--- config.mk ---
export PLATFORM = sky130hd
export DESIGN_NAME = pipc_top
export DESIGN_NICKNAME = d
export VERILOG_FILES = /design/src/logic/pipc_pkg.sv /design/src/logic/pipc_axil_slave.sv /design/src/logic/pipc_top.sv
export VERILOG_INCLUDE_DIRS = /design/src /design/src/logic
export SDC_FILE = /design/constraint.sdc
export NUM_CORES = 1
export LEC_CHECK = 0
export ABC_CLOCK_PERIOD_IN_PS = 12030
export BUFFER_PORTS_ARGS = -buffer_cell sky130_fd_sc_hd__buf_2
export CAP_MARGIN = 20
export CORE_MARGIN = 10
export CORE_UTILIZATION = 50
export CTS_CLUSTER_SIZE = 8
export DETAILED_ROUTE_END_ITERATION = 8
export PLACE_DENSITY = 0.8
export SLEW_MARGIN = 20
export SYNTH_ARGS = -nofsm -noshare
export SYNTH_HDL_FRONTEND = slang
export SYNTH_HIERARCHICAL = 1
export SYNTH_SLANG_ARGS = --single-unit
--- constraint.sdc ---
create_clock -name clock -period 12.03 [get_ports clock]
set_input_delay 1.8045 -clock clock [delete_from_list [all_inputs] [get_ports clock]]
set_output_delay 1.8045 -clock clock [all_outputs]
set_load 0.02 [all_outputs]
--- src/logic/pipc_params.svh ---
`ifndef PIPC_PARAMS_SVH
`define PIPC_PARAMS_SVH
// register indices; byte address is four times the index
`define PIPC_IDX_CTL0     12'h400
`define PIPC_IDX_CTL1     12'h401
`define PIPC_IDX_RATE     12'h403
`define PIPC_IDX_RLIM     12'h404
`define PIPC_IDX_SLIM     12'h405
`define PIPC_IDX_STAT     12'h406
`define PIPC_IDX_DROPS    12'h407
// writable bit masks, reserved read-only bits stay zero
`define PIPC_CTL0_WMASK   8'h0b
`define PIPC_CTL1_WMASK   8'hbf
`define PIPC_RATE_WMASK   8'h7f
`define PIPC_CTL_RESET    8'h00
`define PIPC_RLIM_RESET   32'hffff_ffff
`define PIPC_SLIM_RESET   16'hffff
// field positions
`define PIPC_BIT_STORM    1
`define PIPC_BIT_BP       3
`define PIPC_BIT_PASS     0
`define PIPC_BIT_PORT     6
`define PIPC_BIT_PPS      5
`define PIPC_BIT_RLFC     4
`define PIPC_MODE_HI      3
`define PIPC_MODE_LO      2
`define PIPC_BIT_IFG      1
`define PIPC_BIT_PRE      0
// byte additions per frame and frame length bounds
`define PIPC_IFG_BYTES    14'h000c
`define PIPC_PRE_BYTES    14'h0008
`define PIPC_MIN_LEN      14'h0040
`define PIPC_MAX_LEN      14'h05f2
// measuring window and bus response codes
`define PIPC_WINDOW_NS    1000000
`define PIPC_CLK_MHZ      125
`define PIPC_RESP_OKAY    2'b00
`define PIPC_RESP_SLVERR  2'b10
`endif

--- src/logic/pipc_pkg.sv ---
package pipc_pkg;
  typedef struct packed {
    logic [13:0] length;
    logic        crc_err;
    logic        bcast;
    logic        mcast;
    logic        flooded;
    logic        pause;
    logic [1:0]  prio;
  } pipc_frame_t;

  typedef struct packed {
    logic forward;
    logic mirror_only;
    logic drop;
    logic counted;
    logic storm_drop;
    logic rate_drop;
  } pipc_verdict_t;

  typedef enum logic [2:0] {
    PIPC_R_CTL0,
    PIPC_R_CTL1,
    PIPC_R_RATE,
    PIPC_R_RLIM,
    PIPC_R_SLIM,
    PIPC_R_STAT,
    PIPC_R_DROPS,
    PIPC_R_NONE
  } pipc_reg_t;
endpackage

--- src/logic/pipc_axil_slave.sv ---
`timescale 1ns/10ps
`default_nettype none
`include "pipc_params.svh"
module pipc_axil_slave
(
  input  wire logic        clock,
  input  wire logic        reset_n,
  input  wire logic [15:0] s_axi_awaddr,
  input  wire logic        s_axi_awvalid,
  output logic             s_axi_awready,
  input  wire logic [31:0] s_axi_wdata,
  input  wire logic [3:0]  s_axi_wstrb,
  input  wire logic        s_axi_wvalid,
  output logic             s_axi_wready,
  output logic [1:0]       s_axi_bresp,
  output logic             s_axi_bvalid,
  input  wire logic        s_axi_bready,
  input  wire logic [15:0] s_axi_araddr,
  input  wire logic        s_axi_arvalid,
  output logic             s_axi_arready,
  output logic [31:0]      s_axi_rdata,
  output logic [1:0]       s_axi_rresp,
  output logic             s_axi_rvalid,
  input  wire logic        s_axi_rready,
  output logic             wr_stb,
  output logic [15:0]      wr_addr,
  output logic [31:0]      wr_data,
  output logic [3:0]       wr_strb,
  input  wire logic        wr_err,
  output logic [15:0]      rd_addr,
  input  wire logic [31:0] rd_data,
  input  wire logic        rd_err
);
  logic aw_full_reg;
  logic w_full_reg;
  logic ar_full_reg;
  logic aw_hs;
  logic w_hs;
  logic ar_hs;
  logic do_read;
  logic aw_full_next;
  logic w_full_next;
  logic ar_full_next;
  logic b_next;
  logic r_next;

  ////////////////////////////////////////////////////////////////////////////
  // address and data are taken in either order, the write fires once both held
  assign aw_hs        = s_axi_awvalid & s_axi_awready;
  assign w_hs         = s_axi_wvalid & s_axi_wready;
  assign ar_hs        = s_axi_arvalid & s_axi_arready;
  assign wr_stb       = aw_full_reg & w_full_reg & ~s_axi_bvalid;
  assign do_read      = ar_full_reg & ~s_axi_rvalid;
  assign aw_full_next = (aw_full_reg & ~wr_stb) | aw_hs;
  assign w_full_next  = (w_full_reg & ~wr_stb) | w_hs;
  assign b_next       = wr_stb | (s_axi_bvalid & ~s_axi_bready);
  assign ar_full_next = (ar_full_reg & ~do_read) | ar_hs;
  assign r_next       = do_read | (s_axi_rvalid & ~s_axi_rready);

  always_ff @(posedge clock)
  begin
    if (!reset_n)
    begin
      aw_full_reg   <= 1'b0;
      w_full_reg    <= 1'b0;
      ar_full_reg   <= 1'b0;
      s_axi_awready <= 1'b0;
      s_axi_wready  <= 1'b0;
      s_axi_arready <= 1'b0;
      s_axi_bvalid  <= 1'b0;
      s_axi_rvalid  <= 1'b0;
      s_axi_bresp   <= `PIPC_RESP_OKAY;
      s_axi_rresp   <= `PIPC_RESP_OKAY;
      s_axi_rdata   <= 32'h0000_0000;
      wr_addr       <= 16'h0000;
      wr_data       <= 32'h0000_0000;
      wr_strb       <= 4'h0;
      rd_addr       <= 16'h0000;
    end
    else
    begin
      aw_full_reg   <= aw_full_next;
      w_full_reg    <= w_full_next;
      ar_full_reg   <= ar_full_next;
      s_axi_awready <= ~aw_full_next;
      s_axi_wready  <= ~w_full_next;
      s_axi_arready <= ~ar_full_next & ~r_next;
      s_axi_bvalid  <= b_next;
      s_axi_rvalid  <= r_next;
      if (aw_hs)
        wr_addr <= s_axi_awaddr;
      if (w_hs)
      begin
        wr_data <= s_axi_wdata;
        wr_strb <= s_axi_wstrb;
      end
      if (ar_hs)
        rd_addr <= s_axi_araddr;
      if (wr_stb)
        s_axi_bresp <= wr_err ? `PIPC_RESP_SLVERR : `PIPC_RESP_OKAY;
      if (do_read)
      begin
        s_axi_rdata <= rd_data;
        s_axi_rresp <= rd_err ? `PIPC_RESP_SLVERR : `PIPC_RESP_OKAY;
      end
    end
  end
endmodule
`default_nettype wire

--- src/logic/pipc_top.sv ---
`timescale 1ns/10ps
`default_nettype none
`include "pipc_params.svh"
// Summary of operation
// - storm protection only when enable bit set
// - back pressure only half duplex and enabled
// - bad frames dropped unless pass-all, then mirrored
// - pause filtering ignores the pass-all bit
// - port select one per port, zero per priority
// - pps bit counts packets, else bits
// - rate flow control asserted on overrun when enabled
// - also needs port flow control enabled and full duplex
// - mode 00 counts and limits all frames
// - mode 01 broadcast multicast flooded unicast
// - mode 10 broadcast and multicast only
// - mode 11 broadcast only
// - ifg bit adds twelve bytes per frame
// - preamble bit adds eight bytes per frame
// - preamble bit ignored in packet mode
module pipc_top
#(
  parameter int unsigned WINDOW_CYCLES = `PIPC_WINDOW_NS * `PIPC_CLK_MHZ / 1000
)
(
  input  wire logic                  clock,
  input  wire logic                  reset_n,
  input  wire logic [15:0]           s_axi_awaddr,
  input  wire logic                  s_axi_awvalid,
  output logic                       s_axi_awready,
  input  wire logic [31:0]           s_axi_wdata,
  input  wire logic [3:0]            s_axi_wstrb,
  input  wire logic                  s_axi_wvalid,
  output logic                       s_axi_wready,
  output logic [1:0]                 s_axi_bresp,
  output logic                       s_axi_bvalid,
  input  wire logic                  s_axi_bready,
  input  wire logic [15:0]           s_axi_araddr,
  input  wire logic                  s_axi_arvalid,
  output logic                       s_axi_arready,
  output logic [31:0]                s_axi_rdata,
  output logic [1:0]                 s_axi_rresp,
  output logic                       s_axi_rvalid,
  input  wire logic                  s_axi_rready,
  input  wire logic                  frame_valid,
  input  wire pipc_pkg::pipc_frame_t frame_info,
  input  wire logic                  duplex_full,
  input  wire logic                  port_fc_enable,
  input  wire logic                  pause_filter_enable,
  output logic                       verdict_valid,
  output pipc_pkg::pipc_verdict_t    verdict,
  output logic                       flow_ctrl_assert,
  output logic                       back_pressure
);
  logic                    wr_stb;
  logic [15:0]             wr_addr;
  logic [31:0]             wr_data;
  logic [3:0]              wr_strb;
  logic [15:0]             rd_addr;
  logic [31:0]             rd_data;
  logic                    wr_err;
  logic                    rd_err;
  pipc_pkg::pipc_reg_t     wr_sel;
  pipc_pkg::pipc_reg_t     rd_sel;
  logic [7:0]              ctl0_reg;
  logic [7:0]              ctl1_reg;
  logic [7:0]              rate_reg;
  logic [31:0]             rlim_reg;
  logic [15:0]             slim_reg;
  logic [31:0]             slim_wide;
  logic [15:0]             drops_reg;
  logic [31:0]             win_cnt_reg;
  logic [31:0]             rate_cnt_reg [4];
  logic [15:0]             storm_cnt_reg;
  logic                    win_end;
  logic                    storm_en;
  logic                    bp_en;
  logic                    pass_all;
  logic                    rate_port;
  logic                    rate_pps;
  logic                    rate_fc;
  logic [1:0]              limit_mode;
  logic                    cnt_ifg;
  logic                    cnt_pre;
  logic [1:0]              bucket;
  logic [31:0]             units;
  logic                    match;
  logic                    bad;
  logic                    over_idx;
  logic                    over_any;
  logic                    fc_path;
  logic                    bp_path;
  logic                    storm_hit;
  logic                    rate_hit;
  logic                    pause_hit;
  logic                    bad_hit;
  pipc_pkg::pipc_verdict_t verdict_next;

  pipc_axil_slave u_slave
  (
    .clock         (clock),
    .reset_n       (reset_n),
    .s_axi_awaddr  (s_axi_awaddr),
    .s_axi_awvalid (s_axi_awvalid),
    .s_axi_awready (s_axi_awready),
    .s_axi_wdata   (s_axi_wdata),
    .s_axi_wstrb   (s_axi_wstrb),
    .s_axi_wvalid  (s_axi_wvalid),
    .s_axi_wready  (s_axi_wready),
    .s_axi_bresp   (s_axi_bresp),
    .s_axi_bvalid  (s_axi_bvalid),
    .s_axi_bready  (s_axi_bready),
    .s_axi_araddr  (s_axi_araddr),
    .s_axi_arvalid (s_axi_arvalid),
    .s_axi_arready (s_axi_arready),
    .s_axi_rdata   (s_axi_rdata),
    .s_axi_rresp   (s_axi_rresp),
    .s_axi_rvalid  (s_axi_rvalid),
    .s_axi_rready  (s_axi_rready),
    .wr_stb        (wr_stb),
    .wr_addr       (wr_addr),
    .wr_data       (wr_data),
    .wr_strb       (wr_strb),
    .wr_err        (wr_err),
    .rd_addr       (rd_addr),
    .rd_data       (rd_data),
    .rd_err        (rd_err)
  );

  ////////////////////////////////////////////////////////////////////////////
  function automatic pipc_pkg::pipc_reg_t decode(input logic [15:0] addr);
    logic [11:0] idx;
    idx = addr[13:2];
    if (addr[15:14] != 2'b00 || addr[1:0] != 2'b00)
      return pipc_pkg::PIPC_R_NONE;
    case (idx)
      `PIPC_IDX_CTL0:  return pipc_pkg::PIPC_R_CTL0;
      `PIPC_IDX_CTL1:  return pipc_pkg::PIPC_R_CTL1;
      `PIPC_IDX_RATE:  return pipc_pkg::PIPC_R_RATE;
      `PIPC_IDX_RLIM:  return pipc_pkg::PIPC_R_RLIM;
      `PIPC_IDX_SLIM:  return pipc_pkg::PIPC_R_SLIM;
      `PIPC_IDX_STAT:  return pipc_pkg::PIPC_R_STAT;
      `PIPC_IDX_DROPS: return pipc_pkg::PIPC_R_DROPS;
      default:         return pipc_pkg::PIPC_R_NONE;
    endcase
  endfunction

  // byte-lane merge of a write into the current value
  function automatic logic [31:0] merge(input logic [31:0] cur,
                                        input logic [31:0] val,
                                        input logic [3:0]  strb);
    logic [31:0] res;
    res = cur;
    for (int i = 0; i < 4; i++)
      if (strb[i])
        res[i*8 +: 8] = val[i*8 +: 8];
    return res;
  endfunction

  function automatic logic class_match(input logic [1:0]          mode,
                                       input pipc_pkg::pipc_frame_t f);
    case (mode)
      2'b00:   return 1'b1;
      2'b01:   return f.bcast | f.mcast | f.flooded;
      2'b10:   return f.bcast | f.mcast;
      default: return f.bcast;
    endcase
  endfunction

  function automatic logic [31:0] frame_units(input logic        pps,
                                              input logic        ifg,
                                              input logic        pre,
                                              input logic [13:0] len);
    logic [13:0] bytes;
    bytes = len;
    if (pps)
      return 32'h0000_0001;
    if (ifg)
      bytes = bytes + `PIPC_IFG_BYTES;
    if (pre)
      bytes = bytes + `PIPC_PRE_BYTES;
    return {15'h0000, bytes, 3'b000};
  endfunction

  ////////////////////////////////////////////////////////////////////////////
  assign wr_sel     = decode(wr_addr);
  assign rd_sel     = decode(rd_addr);
  assign wr_err     = (wr_sel == pipc_pkg::PIPC_R_NONE);
  assign rd_err     = (rd_sel == pipc_pkg::PIPC_R_NONE);
  assign storm_en   = ctl0_reg[`PIPC_BIT_STORM];
  assign bp_en      = ctl1_reg[`PIPC_BIT_BP];
  assign pass_all   = ctl1_reg[`PIPC_BIT_PASS];
  assign rate_port  = rate_reg[`PIPC_BIT_PORT];
  assign rate_pps   = rate_reg[`PIPC_BIT_PPS];
  assign rate_fc    = rate_reg[`PIPC_BIT_RLFC];
  assign limit_mode = rate_reg[`PIPC_MODE_HI:`PIPC_MODE_LO];
  assign cnt_ifg    = rate_reg[`PIPC_BIT_IFG];
  assign cnt_pre    = rate_reg[`PIPC_BIT_PRE];
  assign slim_wide  = merge({16'h0000, slim_reg}, wr_data, wr_strb);

  always_comb
  begin
    case (rd_sel)
      pipc_pkg::PIPC_R_CTL0:  rd_data = {24'h00_0000, ctl0_reg};
      pipc_pkg::PIPC_R_CTL1:  rd_data = {24'h00_0000, ctl1_reg};
      pipc_pkg::PIPC_R_RATE:  rd_data = {24'h00_0000, rate_reg};
      pipc_pkg::PIPC_R_RLIM:  rd_data = rlim_reg;
      pipc_pkg::PIPC_R_SLIM:  rd_data = {16'h0000, slim_reg};
      pipc_pkg::PIPC_R_STAT:  rd_data = {29'h0000_0000, back_pressure,
                                         flow_ctrl_assert, over_any};
      pipc_pkg::PIPC_R_DROPS: rd_data = {16'h0000, drops_reg};
      default:                rd_data = 32'h0000_0000;
    endcase
  end

  always_ff @(posedge clock)
  begin
    if (!reset_n)
    begin
      ctl0_reg <= `PIPC_CTL_RESET;
      ctl1_reg <= `PIPC_CTL_RESET;
      rate_reg <= `PIPC_CTL_RESET;
      rlim_reg <= `PIPC_RLIM_RESET;
      slim_reg <= `PIPC_SLIM_RESET;
    end
    else if (wr_stb)
    begin
      if (wr_sel == pipc_pkg::PIPC_R_CTL0 && wr_strb[0])
        ctl0_reg <= wr_data[7:0] & `PIPC_CTL0_WMASK;
      if (wr_sel == pipc_pkg::PIPC_R_CTL1 && wr_strb[0])
        ctl1_reg <= wr_data[7:0] & `PIPC_CTL1_WMASK;
      if (wr_sel == pipc_pkg::PIPC_R_RATE && wr_strb[0])
        rate_reg <= wr_data[7:0] & `PIPC_RATE_WMASK;
      if (wr_sel == pipc_pkg::PIPC_R_RLIM)
        rlim_reg <= merge(rlim_reg, wr_data, wr_strb);
      if (wr_sel == pipc_pkg::PIPC_R_SLIM)
        slim_reg <= slim_wide[15:0];
    end
  end

  ////////////////////////////////////////////////////////////////////////////
  // frame classification and verdict
  assign win_end   = (win_cnt_reg >= WINDOW_CYCLES - 1);
  assign bucket    = rate_port ? 2'b00 : frame_info.prio;
  assign units     = frame_units(rate_pps, cnt_ifg, cnt_pre, frame_info.length);
  assign match     = class_match(limit_mode, frame_info);
  assign bad       = frame_info.crc_err | (frame_info.length > `PIPC_MAX_LEN)
                     | (frame_info.length < `PIPC_MIN_LEN);
  assign over_idx  = (rate_cnt_reg[bucket] >= rlim_reg);
  assign over_any  = rate_port ? (rate_cnt_reg[0] >= rlim_reg)
                     : ((rate_cnt_reg[0] >= rlim_reg) | (rate_cnt_reg[1] >= rlim_reg)
                        | (rate_cnt_reg[2] >= rlim_reg) | (rate_cnt_reg[3] >= rlim_reg));
  assign fc_path   = rate_fc & port_fc_enable & duplex_full;
  assign bp_path   = bp_en & ~duplex_full;
  // the pause filter is decided before and apart from the pass-all bit
  assign pause_hit = frame_info.pause & pause_filter_enable;
  assign bad_hit   = bad & ~pause_hit;
  assign storm_hit = storm_en & frame_info.bcast & (storm_cnt_reg >= slim_reg);
  // with flow control or back pressure active the partner is throttled instead
  assign rate_hit  = match & over_idx & ~fc_path & ~bp_path;

  always_comb
  begin
    verdict_next             = '0;
    verdict_next.counted     = match & ~pause_hit & ~bad_hit;
    verdict_next.storm_drop  = storm_hit & ~pause_hit & ~bad_hit;
    verdict_next.rate_drop   = rate_hit & ~pause_hit & ~bad_hit & ~storm_hit;
    verdict_next.mirror_only = bad_hit & pass_all;
    verdict_next.drop        = pause_hit | (bad_hit & ~pass_all)
                               | verdict_next.storm_drop | verdict_next.rate_drop;
    verdict_next.forward     = ~verdict_next.drop;
  end

  always_ff @(posedge clock)
  begin
    if (!reset_n)
    begin
      verdict_valid <= 1'b0;
      verdict       <= '0;
      drops_reg     <= 16'h0000;
    end
    else
    begin
      verdict_valid <= frame_valid;
      if (frame_valid)
        verdict <= verdict_next;
      if (frame_valid && verdict_next.drop && drops_reg != 16'hffff)
        drops_reg <= drops_reg + 16'h0001;
    end
  end

  ////////////////////////////////////////////////////////////////////////////
  // rate and storm counters restart each window
  always_ff @(posedge clock)
  begin
    if (!reset_n)
    begin
      win_cnt_reg   <= 32'h0000_0000;
      storm_cnt_reg <= 16'h0000;
      for (int i = 0; i < 4; i++)
        rate_cnt_reg[i] <= 32'h0000_0000;
    end
    else
    begin
      win_cnt_reg <= win_end ? 32'h0000_0000 : win_cnt_reg + 32'h0000_0001;
      if (win_end)
        storm_cnt_reg <= 16'h0000;
      else if (frame_valid && frame_info.bcast && storm_cnt_reg != 16'hffff)
        storm_cnt_reg <= storm_cnt_reg + 16'h0001;
      for (int i = 0; i < 4; i++)
        if (win_end)
          rate_cnt_reg[i] <= 32'h0000_0000;
        else if (frame_valid && verdict_next.counted && bucket == i[1:0])
          rate_cnt_reg[i] <= rate_cnt_reg[i] + units;
    end
  end

  // limitation: throttle levels drop only at a window boundary, on a limit or port-select write or when their path is disabled
  always_ff @(posedge clock)
  begin
    if (!reset_n)
    begin
      flow_ctrl_assert <= 1'b0;
      back_pressure    <= 1'b0;
    end
    else
    begin
      flow_ctrl_assert <= fc_path & over_any & ~win_end;
      back_pressure    <= bp_path & over_any & ~win_end;
    end
  end
endmodule
`default_nettype wire

# Word-level counts from Yosys, hierarchy flattened
# Memories as Yosys holds them, arrays and structs flattened.
# Cells that the tools add are included.
# word_totals
ff_bits	250
latch_bits	0
ramBits	128
rom_bits	0
in_bits	100
output_inout_bits	50
elab_cells	246
n_memories	1
# op_classes
add_sub_neg	9
mul	0
div_mod_pow	0
order_cmp	9
eq_ne	33
shifts	0
n_mux	48
bitwise_logic	78
n_reduce_logical	32
# mem_list
name	depth	width	rd	rd_clocked_by_memory_dff	write_ports	line	text
rate_cnt_reg	4	32	5	0	4	pipc_top.sv:72	logic [31:0] rate_cnt_reg [4];
# op_table
operator	n
$mux W32	10
$pmux W32 S7	1
$eq A12 B11 Y1 const B	14
$ge A32 B32 Y1	5
$add A32 B32 Y32	4
$mux W14	3
$pmux W3 S7	2
$and A1 B1 Y1	35
$add A16 B1 Y16 const B	2
$add A32 B1 Y32 const B	1
$ge A32 B17 Y1 const B	1
$ne A16 B16 Y1 const B	2
$add A14 B4 Y14 const B	2
$mux W1	24
$or A1 B1 Y1	23
$not A1 Y1	20
$eq A3 B3 Y1 const B	6
$reduce_and A3 Y1	6
$ge A16 B16 Y1	1
$gt A14 B11 Y1 const B	1
$lt A14 B7 Y1 const B	1
$eq A3 B2 Y1 const B	4
$logic_and A1 B1 Y1	12
$mux W3	4
other kinds (11)	25

# Logic depth before layout (Yosys ltp)
# logic_depth
depth_word	13
depth_mapped	22
depth_no_buf	20

# By module
# Netlist, hierarchy kept.
# modules_own_cells
mod	n_inst	cells_each	area_per_inst_um2	seq_area_each_um2
pipc_top	1	2152	19080.8	6606.3
pipc_axil_slave	1	477	4181.5	2202.1

# Least setup slack after synthesis
# Ideal clock, no wire load.
# synth_timing
kind	input-to-reg
startpoint	input port frame_info[9] in the netlist's numbering
endpoint	memory rate_cnt_reg[3][29], data pin
t_arrival_ps	5425
required_ps	11764
path_slack_ps	6338
stages	18
n_path_buf	1
cell_sequence	inv_1 ha_1 nand2b_1 xnor2_1 ha_1 and3_1 nor3_1 ha_1 a21o_1 or4_1 o2111ai_2 a21boi_1 or4_1 a31oi_2 buf_4 nor3_1 xnor2_1 nor2_1
# synth_rtl
item	line	text
start, declared	pipc_top.sv:45	input wire pipc_pkg::pipc_frame_t frame_info,
end, declared	pipc_top.sv:72	

==> results.py <==
metrics = {
    "detailed_routing": {
        "postRouteAntennaNets": 0,
        "vias_per_cell": 6.033,
        "vias": 20510,
        "firstDrtPassIters": 6,
        "wl_per_cell_um": 19.70,
        "drc": 0,
        "wl_met2_mm": 31.18,
        "drt-met1-wl_mm": 28.40,
        "highest_layer": "met5",
        "drtIter0Drc": 1801,
        "routed_wirelength_mm": 66.96,
        "wl_met3_mm": 5.126,
    },
    "sta": {
        "rsz0062_at_grt": "no",
        "fin_crit_sh": 0.4914,
        "tns_ns": 0,
        "holdWs_ns": 0.4498,
        "fin_worst_skew_ns": 0.02666,
        "worst_slew_pin_slew_ns": 1.165,
        "max_freq_mhz": 169.1,
        "setup_viol": 0,
        "fin_crit_ns": 5.912,
        "max_slew_margin": 0.2195,
        "hold_viol_final": 0,
        "slew_viol_final": 0,
        "worst_slack_ns": 6.118,
    },
    "grt": {
        "antenna_found_initial": 7,
        "grt_usage": 0.2292,
        "grt_pass1_wl_mm": 106.0,
        "grt_pass1_vias": 20010,
        "grt_max_degree": 121,
        "grt-ovfl-total": 0,
    },
    "floorplan": {
        "die_w_um": 235.7,
        "io-pin-count": 150,
        "initial_core_util": 0.5093,
        "die-area_sq_um": 55550,
        "die_h_um": 235.7,
        "num_rows": 78,
        "core_area_sq_um": 45670,
    },
    "critical_path": {
        "crit_chain": "buf_2, inv_1, ha_1, nand2b_1, xnor2_1, ha_1, and3_1, nand2b_1, xnor2_1, nor2_1, ha_1, a21o_1, a21o_1, a21o_1, a21oi_1, nor2b_1, a211oi_2, nor3b_1, xnor2_1, nor2_1",
        "slowest_stage": "a211oi_2",
        "path_class": "input pin to flip-flop",
        "required_ns": 12.38,
        "path_max_fanout": 14,
        "critPathLaunchType": "input pin",
        "worstPathArrival_ns": 6.27,
        "critPathMaxStageDelay_ns": 0.88,
        "crit_family": "compound AO/OA/AOI/OAI gates",
        "worstSetupEndpointType": "flip-flop",
        "worst-path-buf-inv": 2,
    },
    "synth": {
        "synth.avg_cell_area_sq_um": 8.848,
        "synth_seq_cells": 376,
        "yosysTopAreaCell": "dfxtp_1",
        "syn-cell-area_sq_um": 23260,
        "ys.flop_type": "dfxtp_1",
        "synth_cell_types": 81,
        "synthCells": 2629,
        "ys_seq_area_frac": 0.3787,
        "synth.top_cell.area_share": 0.2134,
        "synth_common_cells": "nand2_1, nor2_1, dfxtp_1",
        "ys_async_sr_fraction": 0,
        "yosysWarnings": 6,
        "synth_area_leaders": "dfxtp_1, edfxtp_1, ha_1",
        "synth-edff-count": 128,
        "synth.most_common_cell": "nand2_1",
    },
    "placement": {
        "portBuffers": 147,
        "dp_slack_ns": 5.630,
        "dpl.hpwl_mm": 50.74,
        "gp_congestion": 0.9680,
        "place_inst": 3316,
    },
    "power_and_ir_drop": {
        "total_leakage_power_nw": 12.03,
        "power_w": 0.002904,
        "ir_drop_mv": 0.1108,
        "p_per_area_nw_per_um2": 111.5,
    },
    "clock_network": {
        "clock_latency_ns": 0.61,
        "cts_root_buf": "clkbuf_16",
        "clock_path_buffers": 3,
        "cts_setup_buffers": 0,
        "holdBufCountCts": 0,
        "tritoncts": "done",
        "numCtsBuffers": 53,
        "htree_levels": 2,
        "clk_pin_slew_ns": 0.06,
        "cts_sinks": 376,
        "post_cts_resize_count": 0,
    },
    "flow_run": {
        "maxCapViolCount": 0,
    },
    "outcome": {
        "status": "finished clean",
    },
    "final_layout": {
        "layout-drive-gt1-share": 0.09868,
        "largest_reg_flops": 128,
        "fillerInstances": 3898,
        "multi_input_area_sq_um": 13760,
        "seqCellArea_sq_um": 8808,
        "finalNetCount": 3118,
        "area_delta_synth_final_pct": 11.99,
        "finalNonFillerCells": 3399,
    },
    "worst_hold_path": {
        "worstHoldPathType": "flip-flop to flip-flop",
    },
}
cell families after synthesis:
group	share of synthesized area
xor+xnor	0.05346
flops	0.3787
simple gates	0.2044
compound gates	0.1702
fa+ha+maj	0.1323
mux	0.02727
other cells	0.0003228
buf+inv	0.03335
per-layer routing:
metal	global-route usage	vias up
li1	-	9715
met3	0.04628	135
met2	0.3767	776
met5	0	-
met4	0.08735	10
met1	0.2905	9870
final timing paths:
kind	startpoint	to	slack, ns	depth (start not counted)
hold reg to reg	u_slave/wr_addr[5]	u_slave/wr_addr[5]	0.45	2
setup reg to reg	rate_reg[1]	rate_cnt_reg[2][29]	7.09	16
hold / removal	u_slave/wr_addr[5]	u_slave/wr_addr[5]	0.45	2
setup / recovery	frame_info[9]	rate_cnt_reg[1][31]	6.12	20
worst reg2reg max path, delay by kind of cell (launching register included):
family                     cells  cell delay [ns]
adders and majority gates      1             0.43
DFF                            1             0.49
AOI/OAI and AO/OA              7             1.50
and+or+nand+nor                7             2.10
xor gates and xnor gates       1             0.17
cell usage in the layout, fill, tap and decap left out, types with 10 or more instances in the layout:
cell type  count
a211oi_1      18
a21boi_0      31
a21boi_1      64
a21boi_2      10
a21o_1        54
a21oi_1      136
a22oi_1       18
a31oi_1       12
and2_1        14
and3_1        43
buf_2        146
buf_4         22
clkbuf_1      22
clkbuf_16     54
conb_1        17
dfxtp_1      248
edfxtp_1     128
ha_1         246
inv_1         83
mux2i_1       60
nand2_1      382
nand2_2       10
nand2b_1      32
nand3_1       65
nand4_1       38
nor2_1       272
nor2b_1       31
nor3_1        40
nor4_1        31
o211ai_1      15
o21a_1        17
o21ai_0       78
o22ai_1       67
o31ai_1       10
or3_1         26
xnor2_1       64
xor2_1        78
per-stage QoR:
step | cell area [sq um] | util
after floorplan | 23320 | -
after global placement | 24530 | 0.5371
after detailed placement | 24530 | 0.5371
after CTS | 26030 | 0.5699
after global routing | 26050 | 0.5703
final | 26050 | 0.5704
cell type report:
type                    instances  area share
inverters                      84     0.01210
repair buffers                169     0.03496
flip-flops and latches        376      0.3381
well taps                     600     0.02882
multi-input cells            2088      0.5282
clock inverters                 2    0.001489
clock buffers                  78     0.05610
diodes                          2   0.0001921
where the power goes:
group | total (W) | switching (W) | internal, W
Sequential | 0.00134 | 0.0000133 | 0.00132
Combinational | 0.000179 | 0.000111 | 0.0000678
Clock | 0.00139 | 0.000563 | 0.000825
Power figures use the tool's default switching activity.
